--- config.mk ---
export PLATFORM = sky130hd
export DESIGN_NAME = source_switch_supervisor
export DESIGN_NICKNAME = d
export VERILOG_FILES = /design/src/hdl/switch_pkg.sv /design/src/hdl/source_switch_supervisor.sv /design/src/hdl/sync_timer.sv /design/src/hdl/ds_mod.sv
export VERILOG_INCLUDE_DIRS = /design/src /design/src/hdl
export SDC_FILE = /design/constraint.sdc
export NUM_CORES = 1
export LEC_CHECK = 0
export BUFFER_PORTS_ARGS = -buffer_cell sky130_fd_sc_hd__buf_2
export CAP_MARGIN = 10
export CORE_MARGIN = 5
export CORE_UTILIZATION = 53
export CTS_CLUSTER_DIAMETER = 100
export DETAILED_ROUTE_END_ITERATION = 10
export PLACE_DENSITY_LB_ADDON = 0.12
export REMOVE_ABC_BUFFERS = 1
export SLEW_MARGIN = 20
export SYNTH_ARGS = -nofsm -noshare
export SYNTH_HDL_FRONTEND = slang
export SYNTH_SLANG_ARGS = --single-unit
--- constraint.sdc ---
create_clock -name hclk -period 2.96 [get_ports hclk]
set_clock_uncertainty 0.1 [all_clocks]
set_input_delay 0.148 -clock hclk [delete_from_list [all_inputs] [get_ports hclk]]
set_output_delay 0.148 -clock hclk [all_outputs]
set_load 0.005 [all_outputs]
--- src/hdl/switch_params.svh ---
// Purpose: constants of the source switch supervisor
// Assumes: hclk at 125 MHz, 8 ns period
// Notes:   times in their own unit, cycle counts derived from them
`ifndef SWITCH_PARAMS_SVH
`define SWITCH_PARAMS_SVH
`define CLK_PERIOD_NS      8
`define MS_NS              1000000
`define TICK_CYCLES        (`MS_NS / `CLK_PERIOD_NS)
`define FAULT_TIME_MS      15
`define RESTORE_TIME_MS    1000
`define POWERUP_TIME_MS    250
`define SLOW_BIT_TIME_MS   40
`define FAIL_LIMIT         2'h3
`define SEL_ALL_ON         3'h7
`define SEL_ALL_OFF        3'h0
`define SEL_RESET          3'h7
`define VSET_FULL          11'h07ff
`define ISET_FULL          10'h03ff
`define OFS_SELECT         8'h00
`define OFS_CHARGE         8'h04
`define OFS_VSET           8'h08
`define OFS_ISET           8'h0c
`define OFS_STATUS         8'h10
`define LOW_DUTY_ON        3'h0
`endif

--- src/hdl/switch_pkg.sv ---
// Purpose: shared types of the source switch supervisor
// Assumes: nothing
// Notes:   states of the load-low sequencer
package switch_pkg;
  typedef enum logic [1:0] {
    st_startup,
    st_normal,
    st_all_on,
    st_off
  } path_state_e;
endpackage : switch_pkg

--- src/hdl/source_switch_supervisor.sv ---
// Purpose: digital control core of a dual-battery charger and source selector
// Assumes: hclk 125 MHz; hresetn driven by supply lockout; AHB-Lite registers
// Notes:   comparators are asynchronous pins; outputs drive analog switch drivers
//
// Implementation choices: the AHB-Lite slave port and the register addresses.
`timescale 1ns/10ps
`default_nettype none
`include "switch_params.svh"
module source_switch_supervisor #(
  parameter int TICK_CYCLES     = `TICK_CYCLES,
  parameter int RESTORE_MS      = `RESTORE_TIME_MS,
  parameter int POWERUP_MS      = `POWERUP_TIME_MS,
  parameter int SLOW_MS         = `SLOW_BIT_TIME_MS,
  parameter int FAULT_MS        = `FAULT_TIME_MS
) (
  input  wire logic        hclk,
  input  wire logic        hresetn,
  input  wire logic        hsel,
  input  wire logic [31:0] haddr,
  input  wire logic [1:0]  htrans,
  input  wire logic        hwrite,
  input  wire logic [2:0]  hsize,
  input  wire logic [31:0] hwdata,
  input  wire logic        hready,
  output logic [31:0]      hrdata,
  output logic             hreadyout,
  output logic             hresp,
  input  wire logic        load_low_comparator,
  input  wire logic        short_circuit_comparator,
  input  wire logic        load_under_3v_comparator,
  input  wire logic        fast_off_input,
  output logic [2:0]       switch_on,
  output logic [1:0]       charge_enable,
  output logic [1:0]       monitor_select,
  output logic             voltage_setpoint_modulator,
  output logic             current_setpoint_modulator
);
  localparam logic [7:0] ADDR_SELECT  = `OFS_SELECT;
  localparam logic [7:0] ADDR_CHARGE  = `OFS_CHARGE;
  localparam logic [7:0] ADDR_VSET    = `OFS_VSET;
  localparam logic [7:0] ADDR_ISET    = `OFS_ISET;
  localparam logic [7:0] ADDR_STATUS  = `OFS_STATUS;
  localparam int         RESTORE_TICKS = RESTORE_MS;
  localparam int         SLOW_CYCLES   = SLOW_MS * TICK_CYCLES;

  // bus address phase capture
  logic        ph_write;
  logic [7:0]  ph_addr;
  logic        next_ph_write;
  logic [7:0]  next_ph_addr;
  logic [31:0] next_hrdata;

  // software registers
  logic [2:0]  source_select_bits;
  logic [1:0]  battery_charge_select;
  logic [10:0] vset_value;
  logic [9:0]  iset_value;
  logic        low_current_select;
  logic [2:0]  next_sel;
  logic [1:0]  next_chg;
  logic [10:0] next_vset;
  logic [9:0]  next_iset;
  logic        next_low;
  logic        sel_write;
  logic        chg_write;

  // supervisor state
  switch_pkg::path_state_e state;
  switch_pkg::path_state_e next_state;
  logic [1:0]  fail_count;
  logic [1:0]  next_fail_count;
  logic        power_fail_flag;
  logic        next_power_fail_flag;
  logic        fault_flag;
  logic        next_fault_flag;
  logic        fast_off_seen;
  logic        next_fast_off_seen;
  logic        charge_blocked;
  logic        next_charge_blocked;
  logic [10:0] wait_ms;
  logic [10:0] next_wait_ms;
  logic [2:0]  next_switch_on;

  // prescaler and slow step
  logic [31:0] tick_cnt;
  logic [31:0] next_tick_cnt;
  logic        tick;
  logic [31:0] slow_cnt;
  logic [31:0] next_slow_cnt;
  logic        slow_step;
  logic [2:0]  phase;
  logic        iset_bit;
  logic        next_current_out;

  // comparator conditioning
  logic ll_level;
  logic sc_expired;
  logic lv_expired;
  logic fo_level;
  logic ll_prev;
  logic ll_rise;

  sync_timer #(.CW(10)) u_ll (
    .hclk(hclk), .hresetn(hresetn), .raw_in(load_low_comparator), .tick(tick),
    .hold_ms(10'(FAULT_MS)), .level(ll_level), .expired());
  sync_timer #(.CW(10)) u_sc (
    .hclk(hclk), .hresetn(hresetn), .raw_in(short_circuit_comparator), .tick(tick),
    .hold_ms(10'(FAULT_MS)), .level(), .expired(sc_expired));
  sync_timer #(.CW(10)) u_lv (
    .hclk(hclk), .hresetn(hresetn), .raw_in(load_under_3v_comparator), .tick(tick),
    .hold_ms(10'(FAULT_MS)), .level(), .expired(lv_expired));
  sync_timer #(.CW(10)) u_fo (
    .hclk(hclk), .hresetn(hresetn), .raw_in(fast_off_input), .tick(tick),
    .hold_ms(10'(FAULT_MS)), .level(fo_level), .expired());

  assign ll_rise   = ll_level && !ll_prev;
  assign hreadyout = 1'b1;
  assign hresp     = 1'b0;

  // bus slave
  always_comb begin
    next_ph_write = 1'b0;
    next_ph_addr  = ph_addr;
    next_hrdata   = hrdata;
    next_sel      = source_select_bits;
    next_chg      = battery_charge_select;
    next_vset     = vset_value;
    next_iset     = iset_value;
    next_low      = low_current_select;
    sel_write     = 1'b0;
    chg_write     = 1'b0;
    if (hsel && hready && htrans[1]) begin
      next_ph_write = hwrite;
      next_ph_addr  = haddr[7:0];
      if (!hwrite) begin
        case (haddr[7:0])
          ADDR_SELECT: next_hrdata = {29'h0, source_select_bits};
          ADDR_CHARGE: next_hrdata = {30'h0, battery_charge_select};
          ADDR_VSET:   next_hrdata = {21'h0, vset_value};
          ADDR_ISET:   next_hrdata = {21'h0, low_current_select, iset_value};
          ADDR_STATUS: next_hrdata = {26'h0, fast_off_seen, charge_blocked,
                                      fail_count, fault_flag, power_fail_flag};
          default:     next_hrdata = 32'h0000_0000;
        endcase
      end
    end
    if (ph_write) begin
      case (ph_addr)
        ADDR_SELECT: begin
          next_sel  = hwdata[2:0];
          sel_write = 1'b1;
        end
        ADDR_CHARGE: begin
          next_chg  = hwdata[1:0];
          chg_write = 1'b1;
        end
        ADDR_VSET: next_vset = hwdata[10:0];
        ADDR_ISET: begin
          next_iset = hwdata[9:0];
          next_low  = hwdata[10];
        end
        default: ;
      endcase
    end
  end

  always_ff @(posedge hclk or negedge hresetn) begin
    if (!hresetn) begin
      ph_write              <= 1'b0;
      ph_addr               <= 8'h00;
      hrdata                <= 32'h0000_0000;
      source_select_bits    <= `SEL_RESET;
      battery_charge_select <= 2'h0;
      vset_value            <= 11'h000;
      iset_value            <= 10'h000;
      low_current_select    <= 1'b0;
    end else begin
      ph_write              <= next_ph_write;
      ph_addr               <= next_ph_addr;
      hrdata                <= next_hrdata;
      source_select_bits    <= next_sel;
      battery_charge_select <= next_chg;
      vset_value            <= next_vset;
      iset_value            <= next_iset;
      low_current_select    <= next_low;
    end
  end

  // prescaler: one-ms tick and slow step
  always_comb begin
    tick          = (tick_cnt == 32'(TICK_CYCLES - 1));
    next_tick_cnt = tick ? 32'h0000_0000 : tick_cnt + 32'h0000_0001;
    slow_step     = (slow_cnt == 32'(SLOW_CYCLES - 1));
    next_slow_cnt = slow_step ? 32'h0000_0000 : slow_cnt + 32'h0000_0001;
  end

  // switch sequencer
  always_comb begin
    next_state           = state;
    next_fail_count      = fail_count;
    next_power_fail_flag = power_fail_flag;
    next_fault_flag      = fault_flag;
    next_fast_off_seen   = fast_off_seen;
    next_charge_blocked  = charge_blocked;
    next_wait_ms         = wait_ms;
    next_switch_on       = switch_on;
    if (sel_write) begin
      next_fail_count = 2'h0;
    end
    if (chg_write && !fault_flag) begin
      next_charge_blocked = 1'b0;
    end
    case (state)
      switch_pkg::st_startup: begin
        next_switch_on = `SEL_ALL_OFF;
        if (tick) begin
          next_wait_ms = wait_ms + 11'h001;
        end
        if (wait_ms == 11'(POWERUP_MS)) begin
          next_switch_on = `SEL_ALL_ON;
          next_state     = switch_pkg::st_normal;
        end
      end
      switch_pkg::st_normal: begin
        next_switch_on = source_select_bits;
        if (ll_rise && source_select_bits != `SEL_ALL_OFF) begin
          next_switch_on = `SEL_ALL_ON;
          next_wait_ms   = 11'h000;
          next_state     = switch_pkg::st_all_on;
          if (fail_count != `FAIL_LIMIT) begin
            next_fail_count = fail_count + 2'h1;
          end
          if (fail_count == `FAIL_LIMIT - 2'h1) begin
            next_power_fail_flag = 1'b1;
          end
        end
      end
      switch_pkg::st_all_on: begin
        next_switch_on = `SEL_ALL_ON;
        if (tick) begin
          next_wait_ms = wait_ms + 11'h001;
        end
        if (power_fail_flag) begin
          if (sel_write) begin
            next_power_fail_flag = 1'b0;
            next_state           = switch_pkg::st_normal;
          end
        end else if (wait_ms == 11'(RESTORE_TICKS)) begin
          next_state = switch_pkg::st_normal;
        end
      end
      switch_pkg::st_off: begin
        next_switch_on = `SEL_ALL_OFF;
      end
      default: next_state = switch_pkg::st_off;
    endcase
    if (state != switch_pkg::st_startup) begin
      if (sc_expired || lv_expired) begin
        next_fault_flag     = 1'b1;
        next_charge_blocked = 1'b1;
        next_switch_on      = `SEL_ALL_OFF;
        next_state          = switch_pkg::st_off;
      end
      if (fo_level) begin
        next_fault_flag      = 1'b1;
        next_power_fail_flag = 1'b1;
        next_fast_off_seen   = 1'b1;
        next_charge_blocked  = 1'b1;
        next_switch_on       = `SEL_ALL_OFF;
        next_state           = switch_pkg::st_off;
      end
    end
  end

  always_ff @(posedge hclk or negedge hresetn) begin
    if (!hresetn) begin
      state           <= switch_pkg::st_startup;
      fail_count      <= 2'h0;
      power_fail_flag <= 1'b0;
      fault_flag      <= 1'b0;
      fast_off_seen   <= 1'b0;
      charge_blocked  <= 1'b0;
      wait_ms         <= 11'h000;
      switch_on       <= `SEL_ALL_OFF;
      tick_cnt        <= 32'h0000_0000;
      slow_cnt        <= 32'h0000_0000;
      ll_prev         <= 1'b0;
    end else begin
      state           <= next_state;
      fail_count      <= next_fail_count;
      power_fail_flag <= next_power_fail_flag;
      fault_flag      <= next_fault_flag;
      fast_off_seen   <= next_fast_off_seen;
      charge_blocked  <= next_charge_blocked;
      wait_ms         <= next_wait_ms;
      switch_on       <= next_switch_on;
      tick_cnt        <= next_tick_cnt;
      slow_cnt        <= next_slow_cnt;
      ll_prev         <= ll_level;
    end
  end

  // setpoint modulators
  ds_mod #(.W(11)) u_vset (
    .hclk(hclk), .hresetn(hresetn), .step(1'b1), .value(vset_value), .full(`VSET_FULL),
    .bit_out(voltage_setpoint_modulator));
  ds_mod #(.W(10)) u_iset (
    .hclk(hclk), .hresetn(hresetn), .step(low_current_select ? slow_step : 1'b1),
    .value(iset_value), .full(`ISET_FULL), .bit_out(iset_bit));

  always_comb begin
    if (low_current_select) begin
      next_current_out = iset_bit && (phase == `LOW_DUTY_ON);
    end else begin
      next_current_out = iset_bit;
    end
  end

  always_ff @(posedge hclk or negedge hresetn) begin
    if (!hresetn) begin
      phase                      <= 3'h0;
      current_setpoint_modulator <= 1'b0;
      charge_enable              <= 2'h0;
      monitor_select             <= 2'h0;
    end else begin
      phase                      <= phase + 3'h1;
      current_setpoint_modulator <= next_current_out;
      if (fault_flag || charge_blocked) begin
        charge_enable <= 2'h0;
      end else if (low_current_select && battery_charge_select == 2'h3) begin
        charge_enable <= 2'h1;
      end else begin
        charge_enable <= battery_charge_select;
      end
      monitor_select <= (low_current_select && battery_charge_select == 2'h3)
                        ? 2'h1 : battery_charge_select;
    end
  end
endmodule : source_switch_supervisor
`default_nettype wire

--- src/hdl/sync_timer.sv ---
// Purpose: synchroniser plus millisecond hold timer for one comparator
// Assumes: tick is a one-cycle pulse each millisecond
// Notes:   expired rises after level held more than hold_ms ticks
`timescale 1ns/10ps
`default_nettype none
module sync_timer #(
  parameter int CW = 10
) (
  input  wire logic          hclk,
  input  wire logic          hresetn,
  input  wire logic          raw_in,
  input  wire logic          tick,
  input  wire logic [CW-1:0] hold_ms,
  output logic               level,
  output logic               expired
);
  logic          meta;
  logic          next_level;
  logic [CW-1:0] count;
  logic [CW-1:0] next_count;
  logic          next_expired;

  always_comb begin
    next_level   = meta;
    next_count   = count;
    next_expired = expired;
    if (!level) begin
      next_count   = '0;
      next_expired = 1'b0;
    end else if (tick && !expired) begin
      if (count == hold_ms) begin
        next_expired = 1'b1;
      end else begin
        next_count = count + 1'b1;
      end
    end
  end

  always_ff @(posedge hclk or negedge hresetn) begin
    if (!hresetn) begin
      meta    <= 1'b0;
      level   <= 1'b0;
      count   <= '0;
      expired <= 1'b0;
    end else begin
      meta    <= raw_in;
      level   <= next_level;
      count   <= next_count;
      expired <= next_expired;
    end
  end
endmodule : sync_timer
`default_nettype wire

--- src/hdl/ds_mod.sv ---
// Purpose: first-order delta-sigma modulator
// Assumes: density of bit_out is value / full
// Notes:   advances only on step
`timescale 1ns/10ps
`default_nettype none
module ds_mod #(
  parameter int W = 11
) (
  input  wire logic         hclk,
  input  wire logic         hresetn,
  input  wire logic         step,
  input  wire logic [W-1:0] value,
  input  wire logic [W-1:0] full,
  output logic              bit_out
);
  logic [W:0] acc;
  logic [W:0] next_acc;
  logic [W:0] sum;
  logic       next_bit;

  always_comb begin
    sum      = acc + {1'b0, value};
    next_acc = acc;
    next_bit = bit_out;
    if (step) begin
      if (sum >= {1'b0, full}) begin
        next_acc = sum - {1'b0, full};
        next_bit = 1'b1;
      end else begin
        next_acc = sum;
        next_bit = 1'b0;
      end
    end
  end

  always_ff @(posedge hclk or negedge hresetn) begin
    if (!hresetn) begin
      acc     <= '0;
      bit_out <= 1'b0;
    end else begin
      acc     <= next_acc;
      bit_out <= next_bit;
    end
  end
endmodule : ds_mod
`default_nettype wire

# Yosys cells after proc, flatten, opt, wreduce, memory -nomap -nowiden
# Index checks and enable logic that the tools add are counted.
[op_classes]
n_addsub = 11
order_cmp = 2
eq_ne = 27
n_mux = 63
n_bitwise = 1
n_reduce_logical = 36
[ops]
columns = ["op", "n"]
rows = [
  ["adder 32 x 1 -> 32 bit (second input constant)", 2],
  ["two-way mux 32 bit", 2],
  ["two-way mux 10 bit", 6],
  ["case mux 11 bit (5 select lines)", 1],
  ["two-way mux 11 bit", 3],
  ["== test 32 x 17 -> 1 bit (second input constant)", 1],
  ["== test 32 x 23 -> 1 bit (second input constant)", 1],
  ["== test 8 x 4 -> 1 bit (second input constant)", 4],
  ["two-way mux 2 bit", 14],
  ["two-way mux 1 bit", 27],
  ["case mux 11 bit (2 select lines)", 1],
  ["AND reduction 2 bit", 11],
  ["adder 10 x 1 -> 10 bit (second input constant)", 2],
  ["== test 10 x 4 -> 1 bit (second input constant)", 2],
  ["== test 8 x 3 -> 1 bit (second input constant)", 2],
  ["logical NOT 8 bit", 2],
  ["inequality test 2 bit (second input constant)", 8],
  ["two-way mux 3 bit", 5],
  ["adder 12 x 11 -> 12 bit", 1],
  [">= comparator 12 x 11 -> 1 bit (second input constant)", 1],
  ["two-way mux 12 bit", 1],
  ["case mux 3 bit (4 select lines)", 1],
  ["subtractor 12 x 11 -> 12 bit (second input constant)", 1],
  ["adder 11 x 1 -> 11 bit (second input constant)", 1],
  ["other kinds (23)", 40],
]
[totals]
ff_bits = 218
out_inout_bits = 43
elab_cells = 179

# Logic depth before layout (Yosys ltp)
# Gate-level depths: netlist of the first run.
[depth]
word_depth = 9
mapped_depth = 13

# By module
# Synthesis of the first run repeated with hierarchy kept, for this count alone.
[hier_totals]
cells_unflattened = 1349
area_unflattened_um2 = 13386.6
[modules_own_cells]
columns = ["mod", "instances", "cells_per_inst", "area_each_um2", "seq_area_each_um2"]
rows = [
  ["source_switch_supervisor", 1, 642, 6935.4, 3557.2],
  ["sync_timer (u_fo ...)", 3, 76, 794.5, 325.3],
  ["ds_mod (u_vset)", 1, 203, 1692.9, 325.3],
  ["ds_mod (u_iset)", 1, 197, 1580.3, 300.3],
  ["sync_timer (u_sc)", 1, 79, 794.5, 325.3],
]

# Worst setup path before layout of the first run
# No wires, ideal clock.
[synth_path]
path_kind = "register -> register"
start = "reg vset_value[0]"
end = "reg u_vset.acc[4]"
arrival_ns = 2.649
required_ns = 2.738
slack_ns = 0.089
path_stages_with_launch = 14
n_path_buf = 1
path_cell_list = "dfrtp_1 ha_1 inv_1 fa_1 inv_1 ha_1 nand3_1 mux2i_1 and3_2 nand4_2 o41ai_4 buf_6 nand2_2 xnor2_2"
[synth_via]
elab_chain_len = 3
[synth_rtl]
columns = ["item", "line", "rtl"]
rows = [
  ["start, declared", "source_switch_supervisor.sv:56", "logic [10:0] vset_value;"],
  ["start signal, assigned", "source_switch_supervisor.sv:183", "vset_value <= next_vset;"],
  ["adder 12 x 11 -> 12 bit (*)", "ds_mod.sv:22", "sum = acc + {1'b0, value};"],
  ["subtractor 12 x 11 -> 12 bit or >= comparator 12 x 11 -> 1 bit (tied branches)", "ds_mod.sv:27, ds_mod.sv:26", ""],
  ["two-way mux 12 bit (*)", "ds_mod.sv:26", "if (sum >= {1'b0, full}) begin"],
  ["net u_vset.next_acc[4]", "ds_mod.sv:17", "logic [W:0] next_acc;"],
  ["end signal, assigned", "ds_mod.sv:41", "acc <= next_acc;"],
  ["end, declared", "ds_mod.sv:16", "logic [W:0] acc;"],
]
# The timed path passes the listed nets; every way through them passes the cells marked *.
# A chain may end at the register's enable or synchronous reset.

# Worst setup path after layout of the first run
[layout_path]
start = "reg vset_value[0]"
end = "reg u_vset.acc[6]"
# The elaborated chain is that of the path after synthesis.

==> results.toml, run 1 <==
[outcome]
status = "finished with violations"
failed_checks = "negative setup slack"

[die]
die_area_um2 = 22600
height_of_the_die_um = 150
row_count = 51
placeable_core_area_um2 = 19400
die_wd_um = 150
start_util_pct = 53.7
design.portCount = 121

[synth]
yosysSeqAreaShare_pct = 47.4
synth_top_cell_area_share_pct = 46.6
synth_enable_flop_cells = 0
postSynthCellCount = 1009
synth.largest_area_cell = "sky130_fd_sc_hd__dfrtp_1"
yosys_register_bits = 197
synthesis.area_um2 = 10400
synth_area_per_cell_um2 = 10.3
synth.distinct_cells = 83
yosysMostFrequentCell = "sky130_fd_sc_hd__dfrtp_1"
yosys_warnings = 0
synth_area_leaders = "sky130_fd_sc_hd__dfrtp_1 47%, sky130_fd_sc_hd__xnor2_1 5.1%, sky130_fd_sc_hd__ha_1 4.7%, sky130_fd_sc_hd__mux2_2 3.8%, sky130_fd_sc_hd__nor2_1 3.0%"
synth.cells.most_frequent = "194 x sky130_fd_sc_hd__dfrtp_1, 83 x sky130_fd_sc_hd__nor2_1, 72 x sky130_fd_sc_hd__nand2_1"
async_flop_share_pct = 100
synthFlopType = "sky130_fd_sc_hd__dfrtp_1"

[sta]
rsz_0062_raised_after_global_routing = "true"
finalCriticalPeriod_ns = 3.01
finalSetupTns_ns = -0.111
post-route-period-util_pct = 102
fmax_mhz = 332
slew_viol_final = 0
slew_headroom_pct = 46.5
setup_viol_count_final = 4
timing.hold.ws_ns = 0.145
max_slew.worst_pin.slew_ns = 0.803
number_of_failing_hold_endpoints_at_the_final_stage = 0
postLayoutSetupSlackWorst_ns = -0.0534

[finish]
n_antenna_cell = 0
layout.core_utilization_pct = 62.2
post_route_cells_drive_above_1_share_pct = 18.6
finalNetCount = 1231
areaGrowthSynthToFinish_pct = 15.9
layout.filler_cells = 1661

[route]
route.detailed.wl_per_inst_um = 14.9
remaining_drc_errors = 0
detail_route.wirelength_mm = 20.7
drtAntennaViolNets = 0
dr.first_iter.drc_count = 314
via_per_inst = 5.34
drt_first_pass_iters = 4
routed-via-count = 7423

[setup_path]
cp_cell_sequence = "ha_2 > inv_2 > fa_2 > inv_2 > ha_4 > nand3b_1 > mux2i_1 > and3_4 > nand4_4 > o41ai_4 > buf_4 > a21oi_1 > a31o_2"
required_ns = 3.18
timing.critical_path.slowest_cell_delay_ns = 0.44
crit_path_frequent_cell = "sky130_fd_sc_hd__inv_2"
timing.critical_path.arrival_ns = 3.24
reg2reg_from = "vset_value[0]$_DFFE_PN0P_"
timing.setup.critical_path_class = "reg2reg"
cpMaxStageDelayCell = "sky130_fd_sc_hd__fa_2"
timing.critical_path.to_type = "register"
worst_setup_path_start_kind = "register"
critical_path.max_fanout = 4
cp-startpoint = "vset_value[0]$_DFFE_PN0P_"

[global_routing]
first_global_vias = 7301
grt_max_degree = 77
first_pass_grt_wire_length_mm = 35.0
gr-total-overflow = 0
antenna_found_initial = 0
gr-usage-all-layers_pct = 19.0

[placement]
gp_routability_congestion = 0.863
hpwl_mm = 14.5
numPortBuffers = 48

[clocking]
clock_tree.buffer_depth = 2
clock_sink_count = 197
clk_transition_reported_paths_ns = 0.07
ctsHtreeMaxLevel = 4
clk_latency_ns = 0.43
cts_inserted_buffers = 17
clock_tree.root_cell = "sky130_fd_sc_hd__clkbuf_16"
tritoncts = "done"

[hold_path]
hold_class = "in2reg"
hold_path_startpoint = "hready"

[power]
p_leak_nw = 5.56
total_power_mw = 7.08
ir_drop_v = 0.000504
power_density_nw_per_um2 = 587

[flow_run]
maxCapViolCount = 0
[layer usage]
| metal | vias to the layer above | share of wire (%) | global-route usage, % |
|---|---|---|---|
| li1 | 3737 | - | - |
| met1 | 3573 | 49 | 27.3 |
| met2 | 101 | 47 | 30.1 |
| met3 | 12 | 2.9 | 3.16 |
| met4 | 0 | 0.90 | 4.85 |
| met5 | - | 0 | 0 |
[worst max-delay path, delay by kind of cell, from the launching register on]
kind,cells,cell delay (ns)
muxes,1,0.21
AOI/OAI and AO/OA,3,0.64
DFF,1,0.39
buffers and inverters,3,0.36
and+or+nand+nor,3,0.43
adders and majority gates,3,0.79
[layout by cell type (no fill, tap or decap), types with 7 or more instances in the layout]
cell,count
sky130_fd_sc_hd__inv_1,31
sky130_fd_sc_hd__ha_1,37
sky130_fd_sc_hd__nand2b_1,10
sky130_fd_sc_hd__xor2_1,32
sky130_fd_sc_hd__nand2_1,71
sky130_fd_sc_hd__mux2_2,35
sky130_fd_sc_hd__o31ai_1,8
sky130_fd_sc_hd__nand3_1,56
sky130_fd_sc_hd__nor2_1,83
sky130_fd_sc_hd__xnor2_1,59
sky130_fd_sc_hd__o21ai_0,38
sky130_fd_sc_hd__a31oi_1,7
sky130_fd_sc_hd__and2_1,22
sky130_fd_sc_hd__buf_4,31
sky130_fd_sc_hd__dlygate4sd3_1,24
sky130_fd_sc_hd__dfrtp_1,194
sky130_fd_sc_hd__and4_1,10
sky130_fd_sc_hd__a21oi_1,26
sky130_fd_sc_hd__o21a_1,7
sky130_fd_sc_hd__a21o_1,8
sky130_fd_sc_hd__or3_1,12
sky130_fd_sc_hd__nor2b_1,9
sky130_fd_sc_hd__nor3_1,19
sky130_fd_sc_hd__conb_1,23
sky130_fd_sc_hd__buf_2,47
sky130_fd_sc_hd__and3_1,18
sky130_fd_sc_hd__mux2i_1,15
sky130_fd_sc_hd__clkbuf_16,17
sky130_fd_sc_hd__nand4_1,21
sky130_fd_sc_hd__nor4_1,12
[final cells by class]
cell class                      instances  area (µm²)  share of cell area (%)
Clock inverter                         11         125                    1.04
Tap cell                              265         332                    2.75
Inverter                               33         124                    1.03
Clock buffer                           20         467                    3.87
Multi-Input combinational cell        756        5310                    44.0
Timing Repair Buffer                  107         785                    6.50
Sequential cell                       197        4930                    40.9
[cell families after synthesis]
family / after synthesis / share of synthesized area, %
simple gates: 393 / 20.2
compound gates: 153 / 10.2
mux: 50 / 5.22
xor+xnor: 96 / 8.22
fa+ha+maj: 41 / 5.07
flops: 197 / 47.4
other cells: 2 / 0.0721
buf+inv: 77 / 3.72
[power breakdown]
group          internal (mW)  switching, mW  total, mW
registers               2.87          0.107       2.98
logic                  0.843          0.954       1.80
clock network           1.31          0.997       2.31
total                   5.03           2.06       7.08
[final timing paths]
check | to | slack (ns) | depth (start not counted)
worst max-delay path | u_vset.acc[6]$_DFF_PN0_ | -0.05 | 13
worst max register to register | u_vset.acc[6]$_DFF_PN0_ | -0.05 | 13
min in group asynchronous | u_lv.count[5]$_DFFE_PN0P_ | 0.21 | 2
worst min-delay path | ph_write$_DFF_PN0_ | 0.14 | 3
worst min register to register | u_sc.level$_DFF_PN0_ | 0.25 | 0
max in group asynchronous | source_select_bits[1]$_DFFE_PN1P_ | 1.77 | 3
[through the flow]
| stage | area [µm²] | cells | setup WS (ns) |
|---|---|---|---|
| final | 12100 | 1389 | -0.0534 |
| after global routing | 12100 | 1389 | -0.225 |
| after CTS | 11900 | 1385 | 0.00287 |
| after detailed placement | 11100 | 1329 | -0.102 |
| after global placement | 11100 | 1329 | -0.0370 |
| after floorplan | 10200 | 986 | -0.158 |
[sequential cells by signal (all words and copies together), names as in the netlist, 2 cells and up]
name and count:
ph_addr 8, switch_on 3, charge_enable 2, tick_cnt 32, fail_count 2, battery_charge_select 2
monitor_select 2, iset_value 10, u_lv.count 10, u_vset.acc 12, vset_value 11, u_sc.count 10
wait_ms 11, hrdata 11, state 2, source_select_bits 3, phase 3, slow_cnt 32
u_iset.acc 11
[repair_timing]
action / in CTS / in global routing
setup buffers: 1 / 4
setup endpoints to repair: 9 / 20
hold buffers: 24 / 0
resized for setup: 0 / 26
hold endpoints to repair: 113 / 0
pin swaps: 1 / 13
Power figures use the tool's default switching activity.
==> inputs of run 2 (changes only) <==
- CORE_UTILIZATION: 53 -> 55
- clock period: 2.96 -> 3.16 ns (I/O delays scaled with it)
==> run 2 against run 1 <==
Against the previous run: the run now ends clean; setup slack gained 0.23 ns; wire length shrank 1.4%; cell count shrank 3.5%; clock power shrank 2%; sequential power shrank 6%; utilization grew 0.97 points; worst hold slack lost 0.014 ns; highest routed layer unchanged.
==> results.toml, run 2 (same netlist as run 1, synthesis figures left out) <==
[placement]
numPortBuffers = 48
gp_routability_congestion = 0.822
preCtsSetupSlack_ns = 0.0394
hpwl_mm = 14.6

[sta]
max_slew.worst_pin.slew_ns = 0.866
slew_viol_final = 0
post-route-period-util_pct = 94.5
fmax_mhz = 335
postLayoutSetupSlackWorst_ns = 0.174
finalCriticalPeriod_ns = 2.99
rsz_0062_raised_after_global_routing = "true"
number_of_failing_hold_endpoints_at_the_final_stage = 0
setup_viol_count_final = 0
slew_headroom_pct = 42.2

[finish]
most-common-layout-cells = "194 x sky130_fd_sc_hd__dfrtp_1, 83 x sky130_fd_sc_hd__nor2_1, 72 x sky130_fd_sc_hd__nand2_1"
n_antenna_cell = 0
post_route_cells_drive_above_1_share_pct = 16.4
layout.core_utilization_pct = 63.2
largest_registers = "slow_cnt (32), tick_cnt (32), u_vset.acc (12)"
layout.filler_cells = 1530
areaGrowthSynthToFinish_pct = 13.5
most_common_cell_after_layout_fill_and_taps_aside = "sky130_fd_sc_hd__dfrtp_1"
finalNetCount = 1213

[route]
dr.first_iter.drc_count = 363
drtAntennaViolNets = 0
route.detailed.wl_per_inst_um = 15.2
routed-via-count = 7460
via_per_inst = 5.56
detail_route.wirelength_mm = 20.4
drt_first_pass_iters = 4
remaining_drc_errors = 0

[global_routing]
first_global_vias = 7426
gr-usage-all-layers_pct = 19.7
first_pass_grt_wire_length_mm = 35.4
gr-total-overflow = 0
grt_max_degree = 72
antenna_found_initial = 0

[clocking]
clk_latency_ns = 0.45
clock_tree.buffer_depth = 2
cts_inserted_buffers = 17
clk_transition_reported_paths_ns = 0.07
ctsHtreeMaxLevel = 4
cts.repair_timing.setup_buffer_count = 0
tritoncts = "done"
clock_sink_count = 197
clock_tree.root_cell = "sky130_fd_sc_hd__clkbuf_16"

[power]
ir_drop_v = 0.000483
p_leak_nw = 5.43
power_density_nw_per_um2 = 551

[setup_path]
worst_setup_path_start_kind = "register"
timing.critical_path.to_type = "register"
setup.reg_to_reg.worst_slack_ns = 0.17
required_ns = 3.38
r2r-end = "u_vset.acc[2]$_DFF_PN0_"
r2r_cells = 13
reg2reg_from = "vset_value[0]$_DFFE_PN0P_"
timing.setup.critical_path_class = "reg2reg"
timing.critical_path.arrival_ns = 3.21
critical_path.max_fanout = 5

[die]
die_wd_um = 148
placeable_core_area_um2 = 18700
row_count = 50
start_util_pct = 55.7
height_of_the_die_um = 148
design.portCount = 121
die_area_um2 = 21800

[flow_run]
maxCapViolCount = 0

[hold_path]
hold_class = "in2async"

[outcome]
status = "completed"
-- run 2: worst max path at each step --
stage / startpoint / end / slack [ns] / cells after the start
global placement: vset_value[0]$_DFFE_PN0P_ / u_vset.acc[2]$_DFF_PN0_ / 0.08 / 13
floorplan: vset_value[0]$_DFFE_PN0P_ / u_vset.acc[6]$_DFF_PN0_ / 0.04 / 12
detailed placement: vset_value[0]$_DFFE_PN0P_ / u_vset.acc[4]$_DFF_PN0_ / 0.04 / 13
global route: vset_value[0]$_DFFE_PN0P_ / u_vset.acc[2]$_DFF_PN0_ / -0.05 / 12
finish: vset_value[0]$_DFFE_PN0P_ / u_vset.acc[2]$_DFF_PN0_ / 0.17 / 13
CTS: vset_value[0]$_DFFE_PN0P_ / u_vset.acc[2]$_DFF_PN0_ / 0.03 / 13
-- run 2: metal layers --
layer	part of all wire, %	track usage, %	vias up
met1	48	27.2	3602
met4	1.8	6.15	0
met2	47	31.2	122
met5	0	0	-
li1	-	-	3709
met3	3.5	4.48	27
-- run 2: where the power goes --
part           internal (mW)  switching, mW
registers               2.69          0.102
clock network           1.28          0.992
logic                  0.647          0.802
total                   4.62           1.90
-- run 2: metrics by stage --
stage	TNS, ns	instance area, µm²	hold WS, ns	std cells	power [mW]
CTS	0	11800	0.113	1340	6.50
floorplan	0	10200	-0.238	986	3.84
finish	0	11800	0.131	1341	6.51
global route	-0.139	11800	0.158	1341	6.87
detailed placement	0	10900	0.0585	1284	4.20
global placement	0	10900	0.0565	1284	4.16
-- run 2: worst max-delay path, cell delays in order, from the launching register on --
cell                       delay, ns
sky130_fd_sc_hd__dfrtp_1        0.38
sky130_fd_sc_hd__ha_2           0.20
sky130_fd_sc_hd__inv_2          0.04
sky130_fd_sc_hd__fa_2           0.43
sky130_fd_sc_hd__nor2b_4        0.15
sky130_fd_sc_hd__o211ai_2       0.11
sky130_fd_sc_hd__a21o_1         0.22
sky130_fd_sc_hd__a211oi_1       0.21
sky130_fd_sc_hd__a211oi_1       0.07
sky130_fd_sc_hd__buf_4          0.17
sky130_fd_sc_hd__o41ai_4        0.42
sky130_fd_sc_hd__buf_6          0.19
sky130_fd_sc_hd__nand2_1        0.07
sky130_fd_sc_hd__xnor2_1        0.12
-- run 2: final cells by class --
class | instances | area, µm² | area share [%]
multi-input combinational | 756 | 5220 | 44.2
sequential | 197 | 4930 | 41.7
timing repair buffer | 89 | 633 | 5.36
clock buffer | 19 | 443 | 3.75
tap | 234 | 293 | 2.48
clock inverter | 13 | 170 | 1.44
inverter | 33 | 124 | 1.05
-- run 2: what timing repair did --
action / 4_1_cts / 5_1_grt
resized for setup: 0 / 13
hold buffers: 24 / 0
hold endpoints to repair: 92 / 0
setup endpoints to repair: 0 / 13
